[src/shared/ncs_pkg.sv]
// Package for the configuration store and update block.
// Holds the register map, field positions, reset values, segment
// table defaults and the carrier structs shared by the design files.
package ncs_pkg;

  // Register offsets in the serial port address space.
  localparam logic [11:0] ADDR_STATUS_PIN_CTL   = 12'h232;
  localparam logic [11:0] ADDR_POWER_DOWN       = 12'h233;
  localparam logic [11:0] ADDR_APPLY_UPDATE     = 12'h234;
  localparam logic [11:0] ADDR_SEG_FIRST        = 12'hA00;
  localparam logic [11:0] ADDR_SEG_LAST         = 12'hA16;
  localparam logic [11:0] ADDR_XFER_STATUS      = 12'hB00;
  localparam logic [11:0] ADDR_ERROR_READBACK   = 12'hB01;
  localparam logic [11:0] ADDR_CONTROL_ONE      = 12'hB02;
  localparam logic [11:0] ADDR_CONTROL_TWO      = 12'hB03;

  // Field positions.
  localparam int BIT_STATUS_OUT_ZERO_NV_SEL = 4;
  localparam int BIT_INPUT_LOOP_OFF = 2;
  localparam int BIT_SYNTH_LOOP_OFF = 1;
  localparam int BIT_DIST_OFF       = 0;
  localparam int BIT_APPLY_UPDATE   = 0;
  localparam int BIT_XFER_PENDING   = 0;
  localparam int BIT_DATA_ERROR     = 0;
  localparam int BIT_SOFT_RELOAD    = 1;
  localparam int BIT_WRITE_ENABLE   = 0;
  localparam int BIT_NV_STORE_START = 0;

  // Reset values.
  localparam logic [2:0] POWER_DOWN_RESET   = 3'h7;
  localparam logic       WRITE_ENABLE_RESET = 1'b0;
  localparam logic       STATUS_OUT_ZERO_SEL_RESET  = 1'b0;

  // Segment table geometry and operation codes.
  localparam int          SEG_COUNT     = 23;
  localparam int          SEG_IW        = 5;
  localparam logic [7:0]  SEG_OP_UPDATE = 8'h80;
  localparam logic [7:0]  SEG_OP_END    = 8'hFF;
  localparam int          NV_AW         = 11;

  // Default segment list: three 128-byte ranges, an update, then end.
  localparam logic [7:0] SEG_DEFAULT [SEG_COUNT] = '{
    8'h7F, 8'h00, 8'h00,
    8'h7F, 8'h01, 8'h00,
    8'h7F, 8'h02, 8'h00,
    8'h80, 8'hFF, 8'hFF, 8'hFF, 8'hFF, 8'hFF, 8'hFF,
    8'hFF, 8'hFF, 8'hFF, 8'hFF, 8'hFF, 8'hFF, 8'hFF
  };

  // Request towards the nonvolatile store.
  typedef struct packed {
    logic             req;
    logic             write;
    logic [NV_AW-1:0] addr;
    logic [7:0]       data;
  } ncs_nv_req_t;

  // Write port towards the buffer register bank.
  typedef struct packed {
    logic        we;
    logic [11:0] addr;
    logic [7:0]  data;
  } ncs_buf_req_t;

  // Transfer engine states.
  typedef enum logic [2:0] {
    ENG_IDLE,
    ENG_FETCH_CNT,
    ENG_FETCH_HI,
    ENG_FETCH_LO,
    ENG_MOVE,
    ENG_WAIT,
    ENG_DONE
  } ncs_eng_state_t;

endpackage

[src/logic/ncs_config_store.sv]
// Configuration store and update control for a clock generator.
// Assumes a register access port decoded from the serial control
// port, a byte-wide store with request and acknowledge, and a buffer
// register bank read combinationally by address.
`timescale 1ns/100ps
module ncs_config_store
  import ncs_pkg::*;
(
  input  wire logic         i_core_clk,
  input  wire logic         i_rst_b,
  input  wire logic         i_sclk,
  input  wire logic         i_reg_wr,
  input  wire logic         i_reg_rd,
  input  wire logic [11:0]  i_reg_addr,
  input  wire logic [7:0]   i_reg_wdata,
  output logic      [7:0]   o_reg_rdata,
  input  wire logic         i_boot_sel,
  input  wire logic         i_status_mon0,
  output logic              o_status_out_zero,
  output logic              o_input_loop_off,
  output logic              o_synth_loop_off,
  output logic              o_dist_off,
  output logic              o_apply_update,
  output logic              o_soft_reset,
  output ncs_nv_req_t       o_nv,
  input  wire logic         i_nv_ack,
  input  wire logic [7:0]   i_nv_rdata,
  input  wire logic         i_nv_err,
  output ncs_buf_req_t      o_buf,
  input  wire logic [7:0]   i_buf_rdata
);

  // Control registers.
  logic [2:0]        power_down_control;
  logic              status_out_zero_sel;
  logic              write_enable;
  logic              data_error;

  // Transfer engine state.
  ncs_eng_state_t    state;
  logic              dir_write;
  logic [SEG_IW-1:0] seg_idx;
  logic [6:0]        bytes_left;
  logic [NV_AW-1:0]  nv_addr;
  logic              engine_update;

  // Register decode and table read data.
  logic              wr_seg;
  logic [SEG_IW-1:0] host_seg_idx;
  logic [7:0]        host_seg_byte;
  logic [7:0]        eng_seg_byte;
  logic              busy;
  logic              start_store;
  logic              start_reload;
  logic              host_update;

  assign busy         = (state != ENG_IDLE);
  assign host_seg_idx = SEG_IW'(i_reg_addr - ADDR_SEG_FIRST);
  assign wr_seg       = i_reg_wr && (i_reg_addr >= ADDR_SEG_FIRST)
                        && (i_reg_addr <= ADDR_SEG_LAST);
  assign host_update  = i_reg_wr && (i_reg_addr == ADDR_APPLY_UPDATE)
                        && i_reg_wdata[BIT_APPLY_UPDATE];

  // Starts are taken only while idle; a protected store is dropped.
  assign start_store  = i_reg_wr && (i_reg_addr == ADDR_CONTROL_TWO)
                        && i_reg_wdata[BIT_NV_STORE_START]
                        && write_enable && !busy;
  assign start_reload = i_reg_wr && (i_reg_addr == ADDR_CONTROL_ONE)
                        && i_reg_wdata[BIT_SOFT_RELOAD]
                        && !i_boot_sel && !busy;

  ncs_seg_table #(
    .N (SEG_COUNT)
  ) u_seg_table (
    .i_core_clk  (i_core_clk),
    .i_rst_b     (i_rst_b),
    .i_wr        (wr_seg),
    .i_widx      (host_seg_idx),
    .i_wdata     (i_reg_wdata),
    .i_host_idx  (host_seg_idx),
    .i_eng_idx   (seg_idx),
    .o_host_byte (host_seg_byte),
    .o_eng_byte  (eng_seg_byte)
  );

  ncs_update_sync u_update (
    .i_core_clk   (i_core_clk),
    .i_rst_b      (i_rst_b),
    .i_sclk       (i_sclk),
    .i_host_req   (host_update),
    .i_engine_now (engine_update),
    .o_apply      (o_apply_update)
  );

  // Power-down bits; every block starts powered down.
  always_ff @(posedge i_core_clk) begin
    if (!i_rst_b) begin
      power_down_control <= POWER_DOWN_RESET;
    end else if (i_reg_wr && (i_reg_addr == ADDR_POWER_DOWN)) begin
      power_down_control <= i_reg_wdata[2:0];
    end
  end

  assign o_input_loop_off = power_down_control[BIT_INPUT_LOOP_OFF];
  assign o_synth_loop_off = power_down_control[BIT_SYNTH_LOOP_OFF];
  assign o_dist_off       = power_down_control[BIT_DIST_OFF];

  // Status pin select bit and store write enable.
  always_ff @(posedge i_core_clk) begin
    if (!i_rst_b) begin
      status_out_zero_sel  <= STATUS_OUT_ZERO_SEL_RESET;
      write_enable <= WRITE_ENABLE_RESET;
    end else if (i_reg_wr) begin
      if (i_reg_addr == ADDR_STATUS_PIN_CTL) begin
        status_out_zero_sel <= i_reg_wdata[BIT_STATUS_OUT_ZERO_NV_SEL];
      end
      if (i_reg_addr == ADDR_CONTROL_ONE) begin
        write_enable <= i_reg_wdata[BIT_WRITE_ENABLE];
      end
    end
  end

  // Status output 0 shows the pending flag when selected.
  always_ff @(posedge i_core_clk) begin
    if (!i_rst_b) begin
      o_status_out_zero <= 1'b0;
    end else begin
      o_status_out_zero <= status_out_zero_sel ? busy : i_status_mon0;
    end
  end

  // Soft reset pulse accompanies the start of a reload.
  always_ff @(posedge i_core_clk) begin
    if (!i_rst_b) begin
      o_soft_reset <= 1'b0;
    end else begin
      o_soft_reset <= start_reload;
    end
  end

  // Transfer engine: walks the segment list, moving one byte at a time.
  always_ff @(posedge i_core_clk) begin
    if (!i_rst_b) begin
      state      <= ENG_IDLE;
      dir_write  <= 1'b0;
      seg_idx    <= '0;
      bytes_left <= '0;
      nv_addr    <= '0;
    end else begin
      unique case (state)
        ENG_IDLE: begin
          if (start_store || start_reload) begin
            dir_write <= start_store;
            seg_idx   <= '0;
            nv_addr   <= '0;
            state     <= ENG_FETCH_CNT;
          end
        end
        ENG_FETCH_CNT: begin
          if (eng_seg_byte == SEG_OP_UPDATE) begin
            seg_idx <= seg_idx + SEG_IW'(1);
          end else if (eng_seg_byte[7]) begin
            state <= ENG_DONE;
          end else begin
            bytes_left <= eng_seg_byte[6:0];
            seg_idx    <= seg_idx + SEG_IW'(1);
            state      <= ENG_FETCH_HI;
          end
        end
        ENG_FETCH_HI: begin
          seg_idx <= seg_idx + SEG_IW'(1);
          state   <= ENG_FETCH_LO;
        end
        ENG_FETCH_LO: begin
          seg_idx <= seg_idx + SEG_IW'(1);
          state   <= ENG_MOVE;
        end
        ENG_MOVE: begin
          state <= ENG_WAIT;
        end
        ENG_WAIT: begin
          if (i_nv_ack) begin
            nv_addr <= nv_addr + NV_AW'(1);
            if (bytes_left == 7'h00) begin
              state <= ENG_FETCH_CNT;
            end else begin
              bytes_left <= bytes_left - 7'h01;
              state      <= ENG_MOVE;
            end
          end
        end
        ENG_DONE: begin
          state <= ENG_IDLE;
        end
      endcase
    end
  end

  // Update opcode pulse from the segment walk.
  always_ff @(posedge i_core_clk) begin
    if (!i_rst_b) begin
      engine_update <= 1'b0;
    end else begin
      engine_update <= (state == ENG_FETCH_CNT)
                       && (eng_seg_byte == SEG_OP_UPDATE);
    end
  end

  // Buffer address: loaded from the segment, stepped after each byte.
  // A reload steps it only after its write pulse, so the byte lands first.
  always_ff @(posedge i_core_clk) begin
    if (!i_rst_b) begin
      o_buf.addr <= '0;
    end else if (state == ENG_FETCH_HI) begin
      o_buf.addr <= {eng_seg_byte[3:0], o_buf.addr[7:0]};
    end else if (state == ENG_FETCH_LO) begin
      o_buf.addr <= {o_buf.addr[11:8], eng_seg_byte};
    end else if ((state == ENG_WAIT) && i_nv_ack && dir_write) begin
      o_buf.addr <= o_buf.addr + 12'h001;
    end else if (o_buf.we) begin
      o_buf.addr <= o_buf.addr + 12'h001;
    end
  end

  // Buffer write on a reload: one pulse per acknowledged store byte.
  always_ff @(posedge i_core_clk) begin
    if (!i_rst_b) begin
      o_buf.we   <= 1'b0;
      o_buf.data <= 8'h00;
    end else begin
      o_buf.we <= (state == ENG_WAIT) && i_nv_ack && !dir_write;
      if ((state == ENG_WAIT) && i_nv_ack) begin
        o_buf.data <= i_nv_rdata;
      end
    end
  end

  // Store request held from the move step until acknowledge.
  always_ff @(posedge i_core_clk) begin
    if (!i_rst_b) begin
      o_nv <= '0;
    end else if (state == ENG_MOVE) begin
      o_nv.req   <= 1'b1;
      o_nv.write <= dir_write;
      o_nv.addr  <= nv_addr;
      o_nv.data  <= i_buf_rdata;
    end else if (i_nv_ack) begin
      o_nv.req <= 1'b0;
    end
  end

  // Error flag: cleared at a taken start, set by a flagged byte.
  always_ff @(posedge i_core_clk) begin
    if (!i_rst_b) begin
      data_error <= 1'b0;
    end else if ((state == ENG_WAIT) && i_nv_ack && i_nv_err) begin
      data_error <= 1'b1;
    end else if (start_store || start_reload) begin
      data_error <= 1'b0;
    end
  end

  // Read data is registered one cycle after the read strobe.
  always_ff @(posedge i_core_clk) begin
    if (!i_rst_b) begin
      o_reg_rdata <= 8'h00;
    end else if (i_reg_rd) begin
      o_reg_rdata <= 8'h00;
      if ((i_reg_addr >= ADDR_SEG_FIRST)
          && (i_reg_addr <= ADDR_SEG_LAST)) begin
        o_reg_rdata <= host_seg_byte;
      end
      unique case (i_reg_addr)
        ADDR_STATUS_PIN_CTL:
          o_reg_rdata[BIT_STATUS_OUT_ZERO_NV_SEL] <= status_out_zero_sel;
        ADDR_POWER_DOWN:
          o_reg_rdata[2:0] <= power_down_control;
        ADDR_XFER_STATUS:
          o_reg_rdata[BIT_XFER_PENDING] <= busy;
        ADDR_ERROR_READBACK:
          o_reg_rdata[BIT_DATA_ERROR] <= data_error;
        ADDR_CONTROL_ONE: begin
          o_reg_rdata[BIT_SOFT_RELOAD]  <= busy && !dir_write;
          o_reg_rdata[BIT_WRITE_ENABLE] <= write_enable;
        end
        ADDR_CONTROL_TWO:
          o_reg_rdata[BIT_NV_STORE_START] <= busy && dir_write;
        default: begin
        end
      endcase
    end
  end

endmodule

[src/logic/ncs_seg_table.sv]
// Segment table storage: one byte per entry, two read ports.
// Assumes a single core clock and a synchronous active-low reset.
`timescale 1ns/100ps
module ncs_seg_table
  import ncs_pkg::*;
#(
  parameter int N = SEG_COUNT
) (
  input  wire logic              i_core_clk,
  input  wire logic              i_rst_b,
  input  wire logic              i_wr,
  input  wire logic [SEG_IW-1:0] i_widx,
  input  wire logic [7:0]        i_wdata,
  input  wire logic [SEG_IW-1:0] i_host_idx,
  input  wire logic [SEG_IW-1:0] i_eng_idx,
  output logic      [7:0]        o_host_byte,
  output logic      [7:0]        o_eng_byte
);

  logic [7:0] seg_q [N];

  // Each entry resets to its default so a transfer covers the three default ranges.
  for (genvar g = 0; g < N; g++) begin : g_entry
    always_ff @(posedge i_core_clk) begin
      if (!i_rst_b) begin
        seg_q[g] <= SEG_DEFAULT[g];
      end else if (i_wr && (i_widx == SEG_IW'(g))) begin
        seg_q[g] <= i_wdata;
      end
    end
  end

  // Engine reads beyond the table return the end code so the walk stops.
  always_comb begin
    o_host_byte = (i_host_idx < SEG_IW'(N)) ? seg_q[i_host_idx] : 8'h00;
    o_eng_byte  = (i_eng_idx < SEG_IW'(N)) ? seg_q[i_eng_idx] : SEG_OP_END;
  end

endmodule

[src/logic/ncs_update_sync.sv]
// Update launcher: turns an update request into one apply pulse.
// Assumes the serial clock is sampled as an ordinary synchronous input.
`timescale 1ns/100ps
module ncs_update_sync
  import ncs_pkg::*;
(
  input  wire logic i_core_clk,
  input  wire logic i_rst_b,
  input  wire logic i_sclk,
  input  wire logic i_host_req,
  input  wire logic i_engine_now,
  output logic      o_apply
);

  logic sclk_q;
  logic pending;
  logic sclk_rise;

  assign sclk_rise = i_sclk && !sclk_q;

  // Previous serial clock level for edge detection.
  always_ff @(posedge i_core_clk) begin
    if (!i_rst_b) begin
      sclk_q <= 1'b0;
    end else begin
      sclk_q <= i_sclk;
    end
  end

  // A host request waits for the next serial clock rise, then clears.
  always_ff @(posedge i_core_clk) begin
    if (!i_rst_b) begin
      pending <= 1'b0;
    end else if (i_host_req) begin
      pending <= 1'b1;
    end else if (sclk_rise) begin
      pending <= 1'b0;
    end
  end

  // The engine opcode applies at once; the serial clock may be idle.
  always_ff @(posedge i_core_clk) begin
    if (!i_rst_b) begin
      o_apply <= 1'b0;
    end else begin
      o_apply <= (pending && sclk_rise) || i_engine_now;
    end
  end

endmodule

[config.mk]
export PLATFORM = sky130hd
export DESIGN_NAME = ncs_config_store
export DESIGN_NICKNAME = d
export VERILOG_FILES = /design/src/shared/ncs_pkg.sv /design/src/logic/ncs_config_store.sv /design/src/logic/ncs_seg_table.sv /design/src/logic/ncs_update_sync.sv
export SDC_FILE = /design/constraint.sdc
export NUM_CORES = 1
export LEC_CHECK = 0
export ABC_AREA = 1
export BUFFER_PORTS_ARGS = -buffer_cell sky130_fd_sc_hd__buf_4
export CELL_PAD_IN_SITES_DETAIL_PLACEMENT = 0
export CELL_PAD_IN_SITES_GLOBAL_PLACEMENT = 2
export CORE_UTILIZATION = 39
export DETAILED_ROUTE_END_ITERATION = 10
export HOLD_SLACK_MARGIN = 0.12
export PLACE_DENSITY = 0.82
export SYNTH_ARGS = -nofsm -noshare
export SYNTH_HDL_FRONTEND = slang
export SYNTH_SLANG_ARGS = --single-unit
[constraint.sdc]
create_clock -name i_core_clk -period 4 [get_ports i_core_clk]
set_input_delay 0.4 -clock i_core_clk [delete_from_list [all_inputs] [get_ports i_core_clk]]
set_output_delay 0.4 -clock i_core_clk [all_outputs]
set_load 0.01 [all_outputs]
==> impl_metrics.sql <==
INSERT INTO impl_metrics (metric_group, metric, value, unit) VALUES
('outcome', 'outcome', 'completed', ''),
('worst_hold_path', 'type_of_the_worst_min_delay_path', 'primary input to register', ''),
('sta', 'period_share', '0.726', ''),
('synthesis', 'netlist.top_cell.by_area', 'edfxtp_1', ''),
('global_route', 'grt_start_max_net_pins', '111', ''),
('layout', 'layout_common_cells', 'nand2_1, inv_1, nor2_1, edfxtp_1, nand3_1', ''),
('setup_path', 'cp_cell_sequence', 'inv_2, nand2_1, nand3_1, nand3_1, nand3_1, nand2_1, a21oi_2, nand2_1, nor2_1, nand2_1, nand2_2, nand2_2, nor2_1, nor2_1', ''),
('global_route', 'grt_use_total', '0.266', ''),
('setup_path', 'critical-path-max-stage-delay', '0.65', 'ns'),
('die', 'num_rows', '70', ''),
('setup_path', 'critical_path_class', 'register to register', ''),
('clocking', 'cts.sinks', '278', ''),
('sta', 'fin_ws', '1.10', 'ns'),
('drt', 'route.detailed.wl_per_inst', '20.7', 'µm'),
('sta', 'setup_viol', '0', ''),
('setup_path', 'critical_path_required', '4.42', 'ns'),
('pwr', 'p_leak', '0.00701', 'µW'),
('setup_path', 'cell_repeated_most_along_the_worst_path', 'nand2_1', ''),
('synthesis', 'synth_seq_area_share', '0.510', ''),
('clocking', 'clk_path_buf_depth', '3', ''),
('synthesis', 'synth-edff-count', '184', ''),
('synthesis', 'syn-num-nets', '1905', ''),
('clocking', 'tritoncts', 'yes', ''),
('layout', 'final_util', '0.464', ''),
('sta', 'drv_slew', '0', ''),
('sta', 'final.setup_skew', '0.0140', 'ns'),
('layout', 'layout.cells.most_common', 'nand2_1', ''),
('layout', 'share_of_post_route_cells_with_drive_strength_above_1', '0.114', ''),
('synthesis', 'yosys.cell_types.count', '44', ''),
('global_route', 'number_of_global_route_vias_before_repair', '12500', ''),
('synthesis', 'synthDominantCellAreaShare', '0.380', ''),
('placed_design', 'dpl-instance-area', '15700', 'µm²'),
('placed_design', 'pre_cts_slack', '0.849', 'ns'),
('synthesis', 'netlist_top_cells_area', 'edfxtp_1, nand2_1, dfxtp_1, nand3_1, inv_1', ''),
('die', 'core', '36600', 'µm²'),
('global_route', 'grt_first_pass_wirelength', '76200', 'µm'),
('sta', 'report.final.hold_viol_count', '0', ''),
('global_route', 'grt_most_used_layer', 'met2', ''),
('layout', 'area_growth_syn_to_layout', '16.9', '%'),
('clocking', 'cts_max_level', '2', ''),
('clocking', 'clkSlewWorstSetupHoldPaths', '0.06', 'ns'),
('placed_design', 'buffer_ports.inserted', '100', ''),
('synthesis', 'proportion_of_register_bits_with_asynchronous_set_or_reset_after_synthesis', '0', ''),
('sta', 'rsz0062_at_grt', 'no', ''),
('global_route', 'antenna_found_initial', '0', ''),
('synthesis', 'postSynthAreaPerCell', '7.83', 'µm²'),
('layout', 'final_net_count', '2000', ''),
('die', 'die_height', '195', 'µm'),
('sta', 'timing_worst_slew_pin_value', '1.21', 'ns'),
('pwr', 'ir_worst_vdd', '0.310', 'mV'),
('clocking', 'tritoncts.num_buffers', '34', ''),
('placed_design', 'gp_congestion', '0.885', ''),
('synthesis', 'synthCells', '1855', ''),
('layout', 'n_antenna_cell', '0', ''),
('drt', 'drtAntennaViolNets', '0', ''),
('die', 'die-area', '38000', 'µm²'),
('die', 'initial_standard_cell_utilization_of_the_core', '0.397', ''),
('job', 'maxCapViolations', '0', ''),
('drt', 'drt-total-wl', '50500', 'µm'),
('sta', 'timing.max_slew.rel_slack', '0.191', ''),
('synthesis', 'synth_flop_cell', 'edfxtp_1', ''),
('setup_path', 'timing.critical_path.arrival', '3.32', 'ns'),
('sta', 'final.setup.tns', '0', 'ns'),
('global_route', 'grt-ovfl-total', '0', ''),
('setup_path', 'endpoint_kind', 'register', ''),
('drt', 'routed_via_density', '5.39', ''),
('clocking', 'post_cts_sizing', '0', ''),
('setup_path', 'path_max_fanout', '43', ''),
('synthesis', 'synth_area', '14500', 'µm²'),
('clocking', 'clk-insertion-delay-late', '0.53', 'ns'),
('setup_path', 'cp_slowest_cell', 'inv_2', '');
[path summary, 6_finish.rpt]
kind                       from               end  slack [ns]  cells after the start
hold / removal         i_nv_ack          state[2]        0.15                      4
setup reg to reg       register          register        1.10                     14
hold reg to reg   engine_update  u_update.o_apply        0.45                      2
setup / recovery       register          register        1.10                     14
[critical path: cells and delay by family, from the launching register on]
family	cells	cell delay (ns)
simple gates	12	1.54
buf+inv	1	0.65
flops	1	0.35
compound gates	1	0.20
[registers in the layout, summed over array words and instances, names as in the netlist, named ones only]
register / cells
data_error: 1
o_status_out_zero: 1
nv_addr: 11
dir_write: 1
write_enable: 1
status_out_zero_sel: 1
engine_update: 1
o_nv: 21
o_reg_rdata: 8
u_update.o_apply: 1
bytes_left: 7
u_update.sclk_q: 1
u_seg_table.seg_q: 184
state: 3
o_soft_reset: 1
power_down_control: 3
u_update.pending: 1
o_buf: 21
seg_idx: 5
[cell families (layout without fill, tap and decap cells)]
group,count (synthesis),count (layout),share of synthesized area
buffers and inverters,322,440,0.0900
DFF,278,278,0.510
xor gates and xnor gates,7,7,0.00422
adders and majority gates,5,5,0.00431
AOI/OAI and AO/OA,322,322,0.129
and+or+nand+nor,921,921,0.262
[report_power, final]
group / switching (µW) / total (µW) / internal [µW]
registers: 44.2 / 3200 / 3150
logic: 363 / 514 / 151
clock network: 1230 / 3050 / 1820
total: 1640 / 6760 / 5120
[timing repair]
action                                 CTS  global route
setup endpoints to repair                0             0
endpoints found under the hold margin   18             0
hold buffers                            18             0
[cells in the mapped netlist (10+ instances only)]
master / count
nand2_1: 512
inv_1: 207
nor2_1: 204
edfxtp_1: 184
nand3_1: 159
o21ai_0: 132
dfxtp_1: 94
a21oi_1: 71
clkbuf_1: 54
o22ai_1: 33
buf_2: 22
a22oi_1: 19
a221oi_1: 17
nor3_1: 16
inv_2: 11
o211ai_1: 10
[through the flow]
stage	hold slack, ns	cells
6_report	0.152	2441
5_1_grt	0.160	2441
4_1_cts	0.134	2441
3_5_place_dp	0.452	2364
3_3_place_gp	0.448	2364
2_1_floorplan	0.415	1855
[layout make-up]
cell class / count / area (µm²)
multi-input cells: 1255 / 5810
fillers: 3670 / 19600
repair buffers: 157 / 1240
flip-flops and latches: 278 / 7410
clock buffers: 47 / 1000
clock inverters: 12 / 82.6
inverters: 224 / 841
well taps: 468 / 586
[routing by layer]
layer,share of wire,up-vias
met3,0.075,74
met2,0.44,485
li1,-,6339
met1,0.46,6255
met5,0,-
met4,0.021,0
No activity file was read; power rests on OpenSTA's default activity.
